[src/shared/gcil1_pkg.sv]
package gcil1_pkg;
    localparam logic [7:0] REG_L1_CMD     = 8'h04;
    localparam logic [7:0] REG_READY_CODE = 8'h05;
    localparam logic [7:0] REG_GCI_MODE   = 8'h06;
    localparam logic [7:0] REG_MON_CTRL   = 8'h07;

    localparam logic [3:0] RST_L1_CMD     = 4'hF;
    localparam logic [3:0] RST_READY_CODE = 4'hC;
    localparam logic [4:0] RST_GCI_MODE   = 5'h00;
    localparam logic [3:0] RST_MON_CTRL   = 4'h0;

    localparam int GCR_MAC  = 7;
    localparam int GCR_TLP  = 4;
    localparam int GCR_GCI_REMOTE_LOOPBACK = 3;
    localparam int GCR_SPU  = 2;
    localparam int GCR_PD   = 1;
    localparam int GCR_GE   = 0;

    localparam int MOC_MONITOR_RX_INT_ENABLE = 3;
    localparam int MOC_MRC  = 2;
    localparam int MOC_MONITOR_TX_INT_ENABLE = 1;
    localparam int MOC_MXC  = 0;

    localparam logic [3:0] CI_ACTIVATE_REQUEST = 4'h8;
    localparam logic [3:0] CI_DEACT_CONFIRM    = 4'hF;
    localparam logic [3:0] CI_POWER_UP         = 4'h7;

    // frame layout, msb first on the downstream line; upstream sends the msb on the last fall
    localparam int FRAME_BITS = 32;
    localparam int FR_B1_LSB  = 24;
    localparam int FR_B2_LSB  = 16;
    localparam int FR_MON_LSB = 8;
    localparam int FR_D_LSB   = 6;
    localparam int FR_CI_LSB  = 2;
    localparam int FR_MR      = 1;
    localparam int FR_MX      = 0;
    localparam logic [4:0] FR_LAST_BIT = 5'h1F;

    typedef enum logic [1:0] {
        GCIL1_MON_IDLE = 2'b00,
        GCIL1_MON_SEND = 2'b01,
        GCIL1_MON_WAIT = 2'b11
    } gcil1_mon_t;

    function automatic logic [3:0] gcil1_ci(input logic [31:0] word);
        gcil1_ci = word[FR_CI_LSB +: 4];
    endfunction : gcil1_ci
endpackage : gcil1_pkg

[src/design/gcil1_sync.sv]
`timescale 1ns/1ns
module gcil1_sync #(
    parameter int W = 1
) (
    input  wire logic         sys_clk_in,
    input  wire logic         rst_in,
    input  wire logic [W-1:0] async_in,
    output logic      [W-1:0] sync_out
);
    logic [W-1:0] meta_r;
    logic [W-1:0] meta_nxt;
    logic [W-1:0] sync_r;
    logic [W-1:0] sync_nxt;

    always_comb begin
        meta_nxt = async_in;
        sync_nxt = meta_r;
    end

    always_ff @(posedge sys_clk_in) begin
        if (rst_in) begin
            meta_r <= '0;
            sync_r <= '0;
        end else begin
            meta_r <= meta_nxt;
            sync_r <= sync_nxt;
        end
    end

    assign sync_out = sync_r;
endmodule : gcil1_sync

[src/design/gcil1_frame.sv]
`timescale 1ns/1ns
module gcil1_frame
    import gcil1_pkg::*;
(
    input  wire logic        sys_clk_in,
    input  wire logic        rst_in,
    input  wire logic        link_clk_in,
    input  wire logic        fsync_in,
    input  wire logic        rx_bit_in,
    input  wire logic [31:0] tx_word_in,
    output logic             tx_bit_out,
    output logic [31:0]      rx_word_out,
    output logic             frame_done_out
);
    logic        clk_d_r;
    logic        clk_d_nxt;
    logic [4:0]  cnt_r;
    logic [4:0]  cnt_nxt;
    logic [31:0] rx_sh_r;
    logic [31:0] rx_sh_nxt;
    logic [31:0] rx_word_r;
    logic [31:0] rx_word_nxt;
    logic [31:0] tx_word_r;
    logic [31:0] tx_word_nxt;
    logic        tx_bit_r;
    logic        tx_bit_nxt;
    logic        done_r;
    logic        done_nxt;
    logic        rise;
    logic        fall;
    logic [4:0]  pos;

    assign rise = link_clk_in & ~clk_d_r;
    assign fall = ~link_clk_in & clk_d_r;

    // bits sampled on rising edges, launched on falling edges
    always_comb begin
        clk_d_nxt   = link_clk_in;
        cnt_nxt     = cnt_r;
        rx_sh_nxt   = rx_sh_r;
        rx_word_nxt = rx_word_r;
        tx_word_nxt = tx_word_r;
        tx_bit_nxt  = tx_bit_r;
        done_nxt    = 1'b0;
        pos         = 5'h00;
        if (rise) begin
            rx_sh_nxt = {rx_sh_r[30:0], rx_bit_in};
            cnt_nxt   = fsync_in ? 5'h01 : 5'(cnt_r + 5'h01);
            if (!fsync_in && cnt_r == FR_LAST_BIT) begin
                rx_word_nxt = {rx_sh_r[30:0], rx_bit_in};
                done_nxt    = 1'b1;
            end
            if (fsync_in) begin
                tx_word_nxt = tx_word_in;
            end
        end
        if (fall) begin
            // frame word is latched at sync so a frame never mixes two words
            pos        = 5'(FR_LAST_BIT - cnt_r);
            tx_bit_nxt = tx_word_r[pos];
        end
    end

    always_ff @(posedge sys_clk_in) begin
        if (rst_in) begin
            clk_d_r   <= 1'b0;
            cnt_r     <= 5'h00;
            rx_sh_r   <= 32'h0000_0000;
            rx_word_r <= 32'hFFFF_FFFF;
            tx_word_r <= 32'hFFFF_FFFF;
            tx_bit_r  <= 1'b1;
            done_r    <= 1'b0;
        end else begin
            clk_d_r   <= clk_d_nxt;
            cnt_r     <= cnt_nxt;
            rx_sh_r   <= rx_sh_nxt;
            rx_word_r <= rx_word_nxt;
            tx_word_r <= tx_word_nxt;
            tx_bit_r  <= tx_bit_nxt;
            done_r    <= done_nxt;
        end
    end

    assign tx_bit_out     = tx_bit_r;
    assign rx_word_out    = rx_word_r;
    assign frame_done_out = done_r;
endmodule : gcil1_frame

[src/design/gcil1_top.sv]
// Contract
// - layer-1 command register drives command, reads back
// - gci enabled: command code goes to transceiver
// - programmable ready code marks activation indication
// - flag shows monitor transmission in progress
// - test loopback feeds upstream into downstream input
// - remote loopback returns received 2B+D channels
// - power-down acknowledge drives upstream line high unless software power-up is also set
// - software power-up pulls upstream line low unless power-down is also set
// - gci enable disables S/T layer one
// - receive enable gates monitor receive status
// - receive handshake control sets sent bit
// - code 1111 means deactivation confirmation
// - code 0111 means power-up indication
`timescale 1ns/1ns
module gcil1_top
(
    input  wire logic       sys_clk_in,
    input  wire logic       rst_in,
    input  wire logic [7:0] reg_addr_in,
    input  wire logic       reg_wr_in,
    input  wire logic       reg_rd_in,
    input  wire logic [7:0] reg_wdata_in,
    output logic      [7:0] reg_rdata_out,
    input  wire logic       gci_clk_in,
    input  wire logic       gci_fsync_in,
    input  wire logic       downstream_data_line_in,
    output logic            upstream_data_line_out,
    output logic            upstream_data_line_oe_out,
    output logic            st_layer1_enable_out,
    output logic      [3:0] layer1_cmd_bits_out,
    input  wire logic [7:0] b1_tx_in,
    input  wire logic [7:0] b2_tx_in,
    input  wire logic [1:0] d_tx_in,
    output logic      [7:0] b1_rx_out,
    output logic      [7:0] b2_rx_out,
    output logic      [1:0] d_rx_out,
    output logic            rx_frame_valid_out,
    input  wire logic       mon_tx_start_in,
    input  wire logic [7:0] mon_tx_data_in,
    output logic      [7:0] mon_rx_data_out,
    output logic      [3:0] indication_code_out,
    output logic            indication_code_change_out,
    output logic            deactivation_confirm_out,
    output logic            power_up_indication_out,
    output logic            activation_indication_out,
    output logic            monitor_data_received_out,
    output logic            monitor_end_of_reception_out,
    output logic            monitor_data_ack_out
);
    import gcil1_pkg::*;

    logic [3:0]  l1_cmd_r;
    logic [3:0]  l1_cmd_nxt;
    logic [3:0]  ready_code_r;
    logic [3:0]  ready_code_nxt;
    logic [4:0]  gci_mode_r;
    logic [4:0]  gci_mode_nxt;
    logic [3:0]  mon_ctrl_r;
    logic [3:0]  mon_ctrl_nxt;
    logic [7:0]  rdata_r;
    logic [7:0]  rdata_nxt;

    logic [2:0]  pins_sync;
    logic        rx_bit;
    logic        tx_bit;
    logic [31:0] tx_word;
    logic [31:0] rx_word;
    logic        frame_done;

    logic [3:0]  ci_last_r;
    logic [3:0]  ci_last_nxt;
    logic [3:0]  ci_code_r;
    logic [3:0]  ci_code_nxt;
    logic        icc_r;
    logic        icc_nxt;
    gcil1_mon_t  mon_st_r;
    gcil1_mon_t  mon_st_nxt;
    logic [7:0]  mon_tx_byte_r;
    logic [7:0]  mon_tx_byte_nxt;
    logic        mx_prev_r;
    logic        mx_prev_nxt;
    logic        mon_rx_act_r;
    logic        mon_rx_act_nxt;
    logic [7:0]  mon_rx_byte_r;
    logic [7:0]  mon_rx_byte_nxt;
    logic        mdr_r;
    logic        mdr_nxt;
    logic        mer_r;
    logic        mer_nxt;
    logic        mda_r;
    logic        mda_nxt;
    logic [7:0]  b1_rx_r;
    logic [7:0]  b1_rx_nxt;
    logic [7:0]  b2_rx_r;
    logic [7:0]  b2_rx_nxt;
    logic [1:0]  d_rx_r;
    logic [1:0]  d_rx_nxt;
    logic        rx_valid_r;
    logic        rx_valid_nxt;

    logic        ge;
    logic        software_power_up;
    logic        pd;
    logic        mac;
    logic        mx_tx;
    logic        up_level;
    logic        rx_mx;
    logic        rx_mr;

    assign ge  = gci_mode_r[GCR_GE];
    assign software_power_up = gci_mode_r[GCR_SPU];
    assign pd  = gci_mode_r[GCR_PD];
    assign mac = (mon_st_r != GCIL1_MON_IDLE);

    gcil1_sync #(
        .W(3)
    ) u_sync (
        .sys_clk_in (sys_clk_in),
        .rst_in     (rst_in),
        .async_in   ({gci_clk_in, gci_fsync_in, downstream_data_line_in}),
        .sync_out   (pins_sync)
    );

    // external downstream input ignored while looped back internally
    assign rx_bit = gci_mode_r[GCR_TLP] ? up_level : pins_sync[0];

    gcil1_frame u_frame (
        .sys_clk_in     (sys_clk_in),
        .rst_in         (rst_in),
        .link_clk_in    (pins_sync[2]),
        .fsync_in       (pins_sync[1]),
        .rx_bit_in      (rx_bit),
        .tx_word_in     (tx_word),
        .tx_bit_out     (tx_bit),
        .rx_word_out    (rx_word),
        .frame_done_out (frame_done)
    );

    assign rx_mx = rx_word[FR_MX];
    assign rx_mr = rx_word[FR_MR];

    // handshake bits are active low on the line
    assign mx_tx = ~(mac | mon_ctrl_r[MOC_MXC]);

    always_comb begin
        tx_word = 32'hFFFF_FFFF;
        if (gci_mode_r[GCR_GCI_REMOTE_LOOPBACK]) begin
            tx_word[FR_B1_LSB +: 8] = rx_word[FR_B1_LSB +: 8];
            tx_word[FR_B2_LSB +: 8] = rx_word[FR_B2_LSB +: 8];
            tx_word[FR_D_LSB  +: 2] = rx_word[FR_D_LSB  +: 2];
        end else begin
            tx_word[FR_B1_LSB +: 8] = b1_tx_in;
            tx_word[FR_B2_LSB +: 8] = b2_tx_in;
            tx_word[FR_D_LSB  +: 2] = d_tx_in;
        end
        if (mac) begin
            tx_word[FR_MON_LSB +: 8] = mon_tx_byte_r;
        end
        tx_word[FR_CI_LSB +: 4] = l1_cmd_r;
        tx_word[FR_MR]          = mon_ctrl_r[MOC_MRC];
        tx_word[FR_MX]          = mx_tx;
    end

    // power handshake overrides frame data; both bits set sends data
    always_comb begin
        if (software_power_up && !pd) begin
            up_level = 1'b0;
        end else if (pd && !software_power_up) begin
            up_level = 1'b1;
        end else begin
            up_level = tx_bit;
        end
    end

    assign upstream_data_line_out    = up_level;
    assign upstream_data_line_oe_out = ge;
    assign st_layer1_enable_out      = ~ge;
    assign layer1_cmd_bits_out       = l1_cmd_r;

    always_comb begin
        l1_cmd_nxt     = l1_cmd_r;
        ready_code_nxt = ready_code_r;
        gci_mode_nxt   = gci_mode_r;
        mon_ctrl_nxt   = mon_ctrl_r;
        rdata_nxt      = rdata_r;
        if (reg_wr_in) begin
            case (reg_addr_in)
                REG_L1_CMD:     l1_cmd_nxt     = reg_wdata_in[3:0];
                REG_READY_CODE: ready_code_nxt = reg_wdata_in[3:0];
                REG_GCI_MODE:   gci_mode_nxt   = reg_wdata_in[4:0];
                REG_MON_CTRL:   mon_ctrl_nxt   = reg_wdata_in[3:0];
                default:        l1_cmd_nxt     = l1_cmd_r;
            endcase
        end
        if (reg_rd_in) begin
            case (reg_addr_in)
                REG_L1_CMD:     rdata_nxt = {4'h0, l1_cmd_r};
                REG_READY_CODE: rdata_nxt = {4'h0, ready_code_r};
                REG_GCI_MODE:   rdata_nxt = {mac, 2'h0, gci_mode_r};
                REG_MON_CTRL:   rdata_nxt = {4'h0, mon_ctrl_r};
                default:        rdata_nxt = 8'h00;
            endcase
        end
    end

    always_ff @(posedge sys_clk_in) begin
        if (rst_in) begin
            l1_cmd_r     <= RST_L1_CMD;
            ready_code_r <= RST_READY_CODE;
            gci_mode_r   <= RST_GCI_MODE;
            mon_ctrl_r   <= RST_MON_CTRL;
            rdata_r      <= 8'h00;
        end else begin
            l1_cmd_r     <= l1_cmd_nxt;
            ready_code_r <= ready_code_nxt;
            gci_mode_r   <= gci_mode_nxt;
            mon_ctrl_r   <= mon_ctrl_nxt;
            rdata_r      <= rdata_nxt;
        end
    end

    assign reg_rdata_out = rdata_r;

    always_comb begin
        ci_last_nxt     = ci_last_r;
        ci_code_nxt     = ci_code_r;
        icc_nxt         = 1'b0;
        mon_st_nxt      = mon_st_r;
        mon_tx_byte_nxt = mon_tx_byte_r;
        mx_prev_nxt     = mx_prev_r;
        mon_rx_act_nxt  = mon_rx_act_r;
        mon_rx_byte_nxt = mon_rx_byte_r;
        mdr_nxt         = 1'b0;
        mer_nxt         = 1'b0;
        mda_nxt         = 1'b0;
        b1_rx_nxt       = b1_rx_r;
        b2_rx_nxt       = b2_rx_r;
        d_rx_nxt        = d_rx_r;
        rx_valid_nxt    = 1'b0;
        if (frame_done && ge) begin
            // a code counts only after two equal frames, filtering bit errors
            ci_last_nxt = gcil1_ci(rx_word);
            if (gcil1_ci(rx_word) == ci_last_r && ci_last_r != ci_code_r) begin
                ci_code_nxt = ci_last_r;
                icc_nxt     = 1'b1;
            end
            b1_rx_nxt    = rx_word[FR_B1_LSB +: 8];
            b2_rx_nxt    = rx_word[FR_B2_LSB +: 8];
            d_rx_nxt     = rx_word[FR_D_LSB +: 2];
            rx_valid_nxt = 1'b1;
            mx_prev_nxt  = rx_mx;
            if (!rx_mx && mx_prev_r) begin
                mon_rx_byte_nxt = rx_word[FR_MON_LSB +: 8];
                mon_rx_act_nxt  = 1'b1;
                mdr_nxt         = mon_ctrl_r[MOC_MONITOR_RX_INT_ENABLE];
            end else if (rx_mx && mx_prev_r && mon_rx_act_r) begin
                mon_rx_act_nxt  = 1'b0;
                mer_nxt         = mon_ctrl_r[MOC_MONITOR_RX_INT_ENABLE];
            end
        end
        case (mon_st_r)
            GCIL1_MON_IDLE: begin
                // a start while busy is dropped, the host must poll first
                if (mon_tx_start_in && ge) begin
                    mon_tx_byte_nxt = mon_tx_data_in;
                    mon_st_nxt      = GCIL1_MON_SEND;
                end
            end
            GCIL1_MON_SEND: begin
                if (!ge) begin
                    mon_st_nxt = GCIL1_MON_IDLE;
                end else if (frame_done && !rx_mr) begin
                    mda_nxt    = mon_ctrl_r[MOC_MONITOR_TX_INT_ENABLE];
                    mon_st_nxt = GCIL1_MON_WAIT;
                end
            end
            GCIL1_MON_WAIT: begin
                if (!ge || (frame_done && rx_mr)) begin
                    mon_st_nxt = GCIL1_MON_IDLE;
                end
            end
            default: mon_st_nxt = GCIL1_MON_IDLE;
        endcase
    end

    always_ff @(posedge sys_clk_in) begin
        if (rst_in) begin
            ci_last_r     <= CI_DEACT_CONFIRM;
            ci_code_r     <= CI_DEACT_CONFIRM;
            icc_r         <= 1'b0;
            mon_st_r      <= GCIL1_MON_IDLE;
            mon_tx_byte_r <= 8'hFF;
            mx_prev_r     <= 1'b1;
            mon_rx_act_r  <= 1'b0;
            mon_rx_byte_r <= 8'h00;
            mdr_r         <= 1'b0;
            mer_r         <= 1'b0;
            mda_r         <= 1'b0;
            b1_rx_r       <= 8'hFF;
            b2_rx_r       <= 8'hFF;
            d_rx_r        <= 2'h3;
            rx_valid_r    <= 1'b0;
        end else begin
            ci_last_r     <= ci_last_nxt;
            ci_code_r     <= ci_code_nxt;
            icc_r         <= icc_nxt;
            mon_st_r      <= mon_st_nxt;
            mon_tx_byte_r <= mon_tx_byte_nxt;
            mx_prev_r     <= mx_prev_nxt;
            mon_rx_act_r  <= mon_rx_act_nxt;
            mon_rx_byte_r <= mon_rx_byte_nxt;
            mdr_r         <= mdr_nxt;
            mer_r         <= mer_nxt;
            mda_r         <= mda_nxt;
            b1_rx_r       <= b1_rx_nxt;
            b2_rx_r       <= b2_rx_nxt;
            d_rx_r        <= d_rx_nxt;
            rx_valid_r    <= rx_valid_nxt;
        end
    end

    assign indication_code_out          = ci_code_r;
    assign indication_code_change_out   = icc_r;
    assign deactivation_confirm_out     = (ci_code_r == CI_DEACT_CONFIRM);
    assign power_up_indication_out      = (ci_code_r == CI_POWER_UP);
    assign activation_indication_out    = ge && (ci_code_r == ready_code_r);
    assign monitor_data_received_out    = mdr_r;
    assign monitor_end_of_reception_out = mer_r;
    assign monitor_data_ack_out         = mda_r;
    assign mon_rx_data_out              = mon_rx_byte_r;
    assign b1_rx_out                    = b1_rx_r;
    assign b2_rx_out                    = b2_rx_r;
    assign d_rx_out                     = d_rx_r;
    assign rx_frame_valid_out           = rx_valid_r;
endmodule : gcil1_top

[config.mk]
export PLATFORM = sky130hd
export DESIGN_NAME = gcil1_top
export DESIGN_NICKNAME = d
export VERILOG_FILES = /design/src/shared/gcil1_pkg.sv /design/src/design/gcil1_sync.sv /design/src/design/gcil1_frame.sv /design/src/design/gcil1_top.sv
export SDC_FILE = /design/constraint.sdc
export NUM_CORES = 1
export LEC_CHECK = 0
export BUFFER_PORTS_ARGS = -buffer_cell sky130_fd_sc_hd__buf_2
export CAP_MARGIN = 20
export CELL_PAD_IN_SITES_DETAIL_PLACEMENT = 1
export CELL_PAD_IN_SITES_GLOBAL_PLACEMENT = 2
export CORE_UTILIZATION = 38
export DETAILED_ROUTE_END_ITERATION = 8
export PLACE_DENSITY = 0.92
export SYNTH_ARGS = -nofsm -noshare
export SYNTH_HDL_FRONTEND = slang
export SYNTH_SLANG_ARGS = --single-unit
[constraint.sdc]
create_clock -name sys_clk_in -period 4.1 [get_ports sys_clk_in]
set_clock_uncertainty 0.15 [all_clocks]
set_input_delay 0.82 -clock sys_clk_in [delete_from_list [all_inputs] [get_ports sys_clk_in]]
set_output_delay 0.82 -clock sys_clk_in [all_outputs]
set_load 0.01 [all_outputs]
==> results of run 1 <==
## through the flow
step	hold WS [ns]	cells	setup slack (ns)
floorplan	0.2638	819	1.589
global placement	0.2732	1119	1.338
detailed placement	0.2784	1119	1.323
CTS	0.2923	1150	1.464
global route	0.3126	1150	1.280
finish	0.2872	1150	1.532
## how the worst min path moves through the flow
stage / cells past startpoint / slack [ns] / endpoint
finish: 2 / 0.29 / monitor_end_of_reception_out$_SDFF_PP0_
global route: 2 / 0.31 / monitor_end_of_reception_out$_SDFF_PP0_
CTS: 2 / 0.29 / monitor_end_of_reception_out$_SDFF_PP0_
detailed placement: 1 / 0.28 / u_sync.sync_out[2]$_SDFF_PP0_
global placement: 1 / 0.27 / u_sync.sync_out[1]$_SDFF_PP0_
floorplan: 1 / 0.26 / u_sync.sync_out[0]$_SDFF_PP0_
## cell families after synthesis
logic type | after synthesis | share of synthesized area, %
other | 1 | 0.05053
xor gates and xnor gates | 12 | 1.416
AOI/OAI and AO/OA | 123 | 11.45
muxes | 47 | 8.043
and+or+nand+nor | 373 | 24.68
adders and majority gates | 3 | 0.4720
DFF | 183 | 49.37
buffers and inverters | 76 | 4.518
## per-layer routing
metal	vias to the layer above	share of wire (%)	GRT usage, %
met1	2838	48	25.59
met3	15	4.8	3.949
met5	-	0	0
met2	120	46	31.58
met4	0	1.0	5.433
li1	2913	-	-
## sequential cells by signal, summed over array words and instances (netlist names), 6 cells and up
signal and flops:
u_frame.rx_word_out 32, u_frame.rx_sh_r 31, b2_rx_out 8, u_frame.tx_word_r 32, mon_rx_data_out 8, mon_tx_byte_r 8
b1_rx_out 8, reg_rdata_out 6
## layout by cell type (no fill, tap or decap), drive strengths merged, types with 2 or more instances in the layout
cell and n:
and3 25, xor2 4, dfxtp 183, inv 6, xnor2 8, a31oi 2
and2 2, nand3b 51, a21oi 52, nand3 11, nand4 3, bufinv 2
nor2b 16, nand2b 10, clkbuf 24, clkinv 2, clkinvlp 3, buf 110
nor4 3, o21bai 9, nor2 57, nor3 15, mux4 10, mux2i 36
a211oi 2, a211o 52, o21ai 4, nand2 174, ha 2, conb 2
## power groups by stage
| stage | clock network [mW] | registers, mW | logic, mW |
|---|---|---|---|
| after floorplan | 0 | 1.83 | 0.0745 |
| after global placement | 0 | 1.83 | 0.115 |
| after detailed placement | 0 | 1.83 | 0.115 |
| after CTS | 1.64 | 1.79 | 0.116 |
| after global routing | 1.71 | 1.79 | 0.125 |
| final | 1.60 | 1.79 | 0.114 |
## worst max-delay path: cells and delay by family, from the launching register on
kind,cells,cell delay (ns)
DFF,1,0.36
and+or+nand+nor,2,0.80
buffers and inverters,2,0.83
AOI/OAI and AO/OA,1,0.31
## area by class of cell
type	instances	share of cell area (%)
Multi-Input combinational cell	560	39.84
Inverter	6	0.2617
Clock buffer	24	5.481
Timing Repair Buffer	110	6.950
Tap cell	260	3.780
Sequential cell	183	42.57
Clock inverter	7	1.120
==> metrics.cfg, run 1 <==
[global_routing]
antenna_found_initial = 0
grt_pass1_vias = 5894
grt_max_degree = 83
grt_pass1_wl_um = 30530
overflow = 0
grt_use_total_pct = 19.25

[critical_path]
critPathKind = register to register
cpMostUsedCell = buf_4
rr_startpoint = u_sync.sync_out[2]$_SDFF_PP0_
path_max_fanout = 37
worstSetupEndpoint = u_frame.tx_word_r[16]$_SDFFE_PP1P_
crit_path_top_delay_cell = nand2_1
cp_data_arrival_time_ns = 2.74
worstSetupEndpointType = register
reg2reg_depth = 5
r2r_end = u_frame.tx_word_r[16]$_SDFFE_PP1P_
cp-start-kind = register
crit_chain = nor2b_2 -> buf_4 -> nand2_1 -> buf_4 -> a211o_1
max_stage_delay_ns = 0.65
cp-startpoint = u_sync.sync_out[2]$_SDFF_PP0_
r2r_slack_ns = 1.53
required_ns = 4.27

[min_path]
hold_path.startpoint = mon_rx_act_r$_SDFFE_PP0P_
hold_class = register to register

[floorplan]
die_x_um = 141.7
dieHeight_um = 141.7
rows = 50
core_area_sq_um = 18890
die-area_sq_um = 20090
io_pins = 103
start_util_pct = 39.28

[logic_synthesis]
ys_top_cells_by_area = dfxtp_1 (49%), nand2_1 (8.8%), a211o_1 (6.1%), nand3b_1 (5.2%), mux2i_1 (4.9%)
avgSynthCellArea_sq_um = 9.072
yosysTopAreaCell = dfxtp_1
syn-cell-area_sq_um = 7421
synthFlopType = dfxtp_1
async_flop_share_pct = 0
synth_cell_types = 41
synth_edf_count = 0
ys_ff_latch = 183
synthCells = 818
yosysWarningCount = 0
ys_top_cells_by_count = dfxtp_1 (183), nand2_1 (174), nor2_1 (57)
netlist.area_leader.share_pct = 49.37
yosysMostFrequentCell = dfxtp_1
seq_area_frac_synth_pct = 49.37

[routing]
routed_wl_um = 18320
drt-initial-drc-count = 318
ant_nets = 0
drcViolationCount = 0
vias = 5886
wl_per_cell_um = 15.93
first_pass_iters = 5
vias_per_cell = 5.118

[clocking]
post_cts_resized = 0
cts_tree = built
cts_hold_buffers = 0
cts_root_buffer = clkbuf_16
cts_made_buffers = 17
htreeDepth = 4
clockBufferDepth = 2
clk_pin_slew_ns = 0.06
clkLatencyLatePin_ns = 0.43
clock_sinks = 183
cts_setup_buffers = 0

[power_and_ir_drop]
clockPowerShare_pct = 45.6
p_seq_share_pct = 51.1
p_leak_nw = 3.462
p_int_mw = 2.760
sw_frac_of_total_pct = 21.33
p_sw_uw = 748.2
p_per_area_nw_per_um2 = 407.7
ir_worst_vdd_uv = 287.8
power.total_mw = 3.508
pwr-share-comb_pct = 3.3

[sta]
tightest_slew_ns = 0.9593
rsz0062_at_grt = no
fin_crit_ns = 2.568
hold_viol_final = 0
finalMaxSlewViolations = 0
slew_headroom_pct = 35.96
setup_viol = 0
tns_ns = 0
period_share_pct = 62.63
timing.fmax_mhz = 389.4

[placement]
hpwlAfterDp_um = 12070
dpl_cell_area_sq_um = 8038
portBuffers = 97
routabilityCongestion = 0.7707

[cells_and_area]
fin_util_pct = 45.55
stdcell_area_sq_um = 8606
register_area_sq_um = 3664
multiInputGateArea_sq_um = 3428
nets = 930
syn_to_final_growth_pct = 15.97
nFillCells = 2247
diodes = 0
layout-drive-gt1-share_pct = 17.30

[job]
maxCapViolations = 0

[status]
status = finished clean

No activity file was read; power rests on OpenSTA's default activity.
==> run 2, diff against run 1 <==
CORE_UTILIZATION = 32   (was 38)
PLACE_DENSITY = 0.83   (was 0.92)
clock period = 2.29 ns   (was 4.1 ns; I/O delays follow)
==> run 2 against run 1 <==
  * Flip-flop and latch count unchanged
  * Via count down 0.54%
  * Final area up 1.8%
  * Worst hold slack worse by 0.20 ns
  * Critical path type is now register to primary output
  * Highest routed layer unchanged
  * Global-route usage down 2.8 points
  * Cell count up 3.1%
  * Sequential power up 79%
  * Power up 79%
  * First-iteration DRC count down 26%
  * Critical endpoint is now activation_indication_out
==> metrics.cfg, run 2 (synthesis results as in run 1) <==
[routing]
ant_nets = 0  ; unchanged
vias = 5854  ; was 5886
routed_wl_um = 19040  ; was 18320 um
vias_per_cell = 4.936  ; was 5.118
drcViolationCount = 0  ; unchanged
drt-initial-drc-count = 235  ; was 318
first_pass_iters = 4  ; was 5
wl_per_cell_um = 16.05  ; was 15.93 um

[sta]
setup_viol = 0  ; unchanged
hold_viol_final = 0  ; unchanged
slew_headroom_pct = 66.22  ; was 35.96%
rsz0062_at_grt = no  ; unchanged
finalMaxSlewViolations = 0  ; unchanged
fin_ws_ns = 0.1003  ; was 1.532 ns
tightest_slew_ns = 0.5048  ; was 0.9593 ns
fin_crit_ns = 2.190
timing.fmax_mhz = 456.7
period_share_pct = 95.62

[power_and_ir_drop]
p_per_area_nw_per_um2 = 715.4  ; was 407.7 nW/um^2
ir_worst_vdd_uv = 445.7  ; was 287.8 uV
p_leak_nw = 3.532  ; was 3.462 nW

[placement]
routabilityCongestion = 0.7656  ; was 0.7707
pre_cts_ws_ns = -0.01077  ; was 1.323 ns
portBuffers = 97  ; unchanged
hpwlAfterDp_um = 12830  ; was 12070 um

[global_routing]
overflow = 0  ; unchanged
antenna_found_initial = 0  ; unchanged
grt_pass1_wl_um = 31110  ; was 30530 um
grt_pass1_vias = 5939  ; was 5894
grt_use_total_pct = 16.43  ; was 19.25%
grt_max_degree = 47  ; was 83

[floorplan]
dieHeight_um = 154.3  ; was 141.7 um
die-area_sq_um = 23800  ; was 20090 sq um
rows = 55  ; was 50
io_pins = 103  ; unchanged
start_util_pct = 32.68  ; was 39.28%
core_area_sq_um = 22710  ; was 18890 sq um
die_x_um = 154.3  ; was 141.7 um

[clocking]
post_cts_resized = 1  ; was 0
clock_sinks = 183  ; unchanged
clk_pin_slew_ns = 0.07  ; was 0.06 ns
htreeDepth = 4  ; unchanged
cts_hold_buffers = 0  ; unchanged
cts_made_buffers = 17  ; unchanged
clockBufferDepth = 2  ; unchanged
cts_root_buffer = clkbuf_16  ; unchanged
clkLatencyLatePin_ns = 0.43  ; about the same
cts_tree = built  ; unchanged
cts_setup_buffers = 0  ; unchanged

[cells_and_area]
final_cell_mix = dfxtp_1 (183), nand2_1 (174), buf_2 (96)  ; unchanged
multiInputGateArea_sq_um = 3428  ; unchanged
syn_to_final_growth_pct = 18.09  ; was 15.97%
diodes = 0  ; unchanged
nFillCells = 2648  ; was 2247
fin_util_pct = 38.59  ; was 45.55%
layout-drive-gt1-share_pct = 18.53  ; was 17.30%
register_area_sq_um = 3664  ; unchanged
final_common_cell = dfxtp_1  ; unchanged
nets = 940  ; was 930

[critical_path]
required_ns = 1.68  ; was 4.27 ns
cp-start-kind = register  ; unchanged
path_max_fanout = 31  ; was 37
cp-startpoint = gci_mode_r[0]$_SDFFE_PP0P_  ; was u_sync.sync_out[2]$_SDFF_PP0_
rr_startpoint = u_frame.cnt_r[2]$_SDFFE_PP0P_  ; was u_sync.sync_out[2]$_SDFF_PP0_
critPathKind = register to primary output  ; was register to register
cp_data_arrival_time_ns = 1.58  ; was 2.74 ns
worstSetupEndpointType = primary output  ; was register

[job]
maxCapViolations = 0  ; unchanged

[status]
status = finished clean  ; unchanged

[min_path]
hold_class = primary input to register  ; was register to register
hold_path.startpoint = gci_clk_in  ; was mon_rx_act_r$_SDFFE_PP0P_

run 2: cell count changes in the layout (fill, tap and decap cells not counted), sizes merged:
cell,previous run,this run
clkinv,2,5
inv,6,7
bufinv,2,1
buf,110,120
clkbuf,24,22
run 2: critical path, stage by stage, from the launching register on:
cell and delay, ns:
dfxtp_1 0.36, buf_8 0.22, inv_1 0.14, nor3_1 0.26, buf_2 0.18
run 2: stage by stage:
step / cells / power [mW] / setup TNS [ns] / hold WS, ns / cell area, sq um
2_1_floorplan: 819 / 3.407 / 0 / 0.2638 / 7425
3_3_place_gp: 1154 / 3.504 / 0 / 0.2776 / 8194
3_5_place_dp: 1154 / 3.504 / -0.01991 / 0.2839 / 8194
4_1_cts: 1186 / 6.347 / 0 / 0.07152 / 8760
5_1_grt: 1186 / 6.502 / 0 / 0.08286 / 8763
6_report: 1186 / 6.269 / 0 / 0.08710 / 8763
run 2: layer usage:
layer	global-route usage (%)	vias up	part of all wire [%]
met5	0	-	0
met4	4.149	0	0.89
met2	26.26	97	44
li1	-	2930	-
met1	22.40	2815	51
met3	3.699	12	3.8
run 2: final timing paths:
kind | slack (ns) | endpoint | cells after the start
min reg2reg | 0.29 | monitor_end_of_reception_out$_SDFF_PP0_ | 2
max reg2reg | 0.32 | u_frame.tx_bit_out$_SDFFE_PP1P_ | 5
min | 0.09 | u_sync.meta_r[2]$_SDFF_PP0_ | 2
max | 0.10 | activation_indication_out | 4
run 2: area by class of cell:
cell class / instances / share of cell area (%)
sequential: 183 / 41.80
multi-input combinational: 560 / 39.12
timing repair buffer: 120 / 8.338
clock buffer: 22 / 5.297
tap: 285 / 4.069
clock inverter: 10 / 1.114
inverter: 6 / 0.2570
run 2: where the power goes:
group / switching (mW) / leakage [nW] / internal, mW / total, mW
clock: 1.28 / 0.267 / 1.56 / 2.84
combinational: 0.129 / 1.79 / 0.0958 / 0.225
sequential: 0.00911 / 1.48 / 3.20 / 3.20
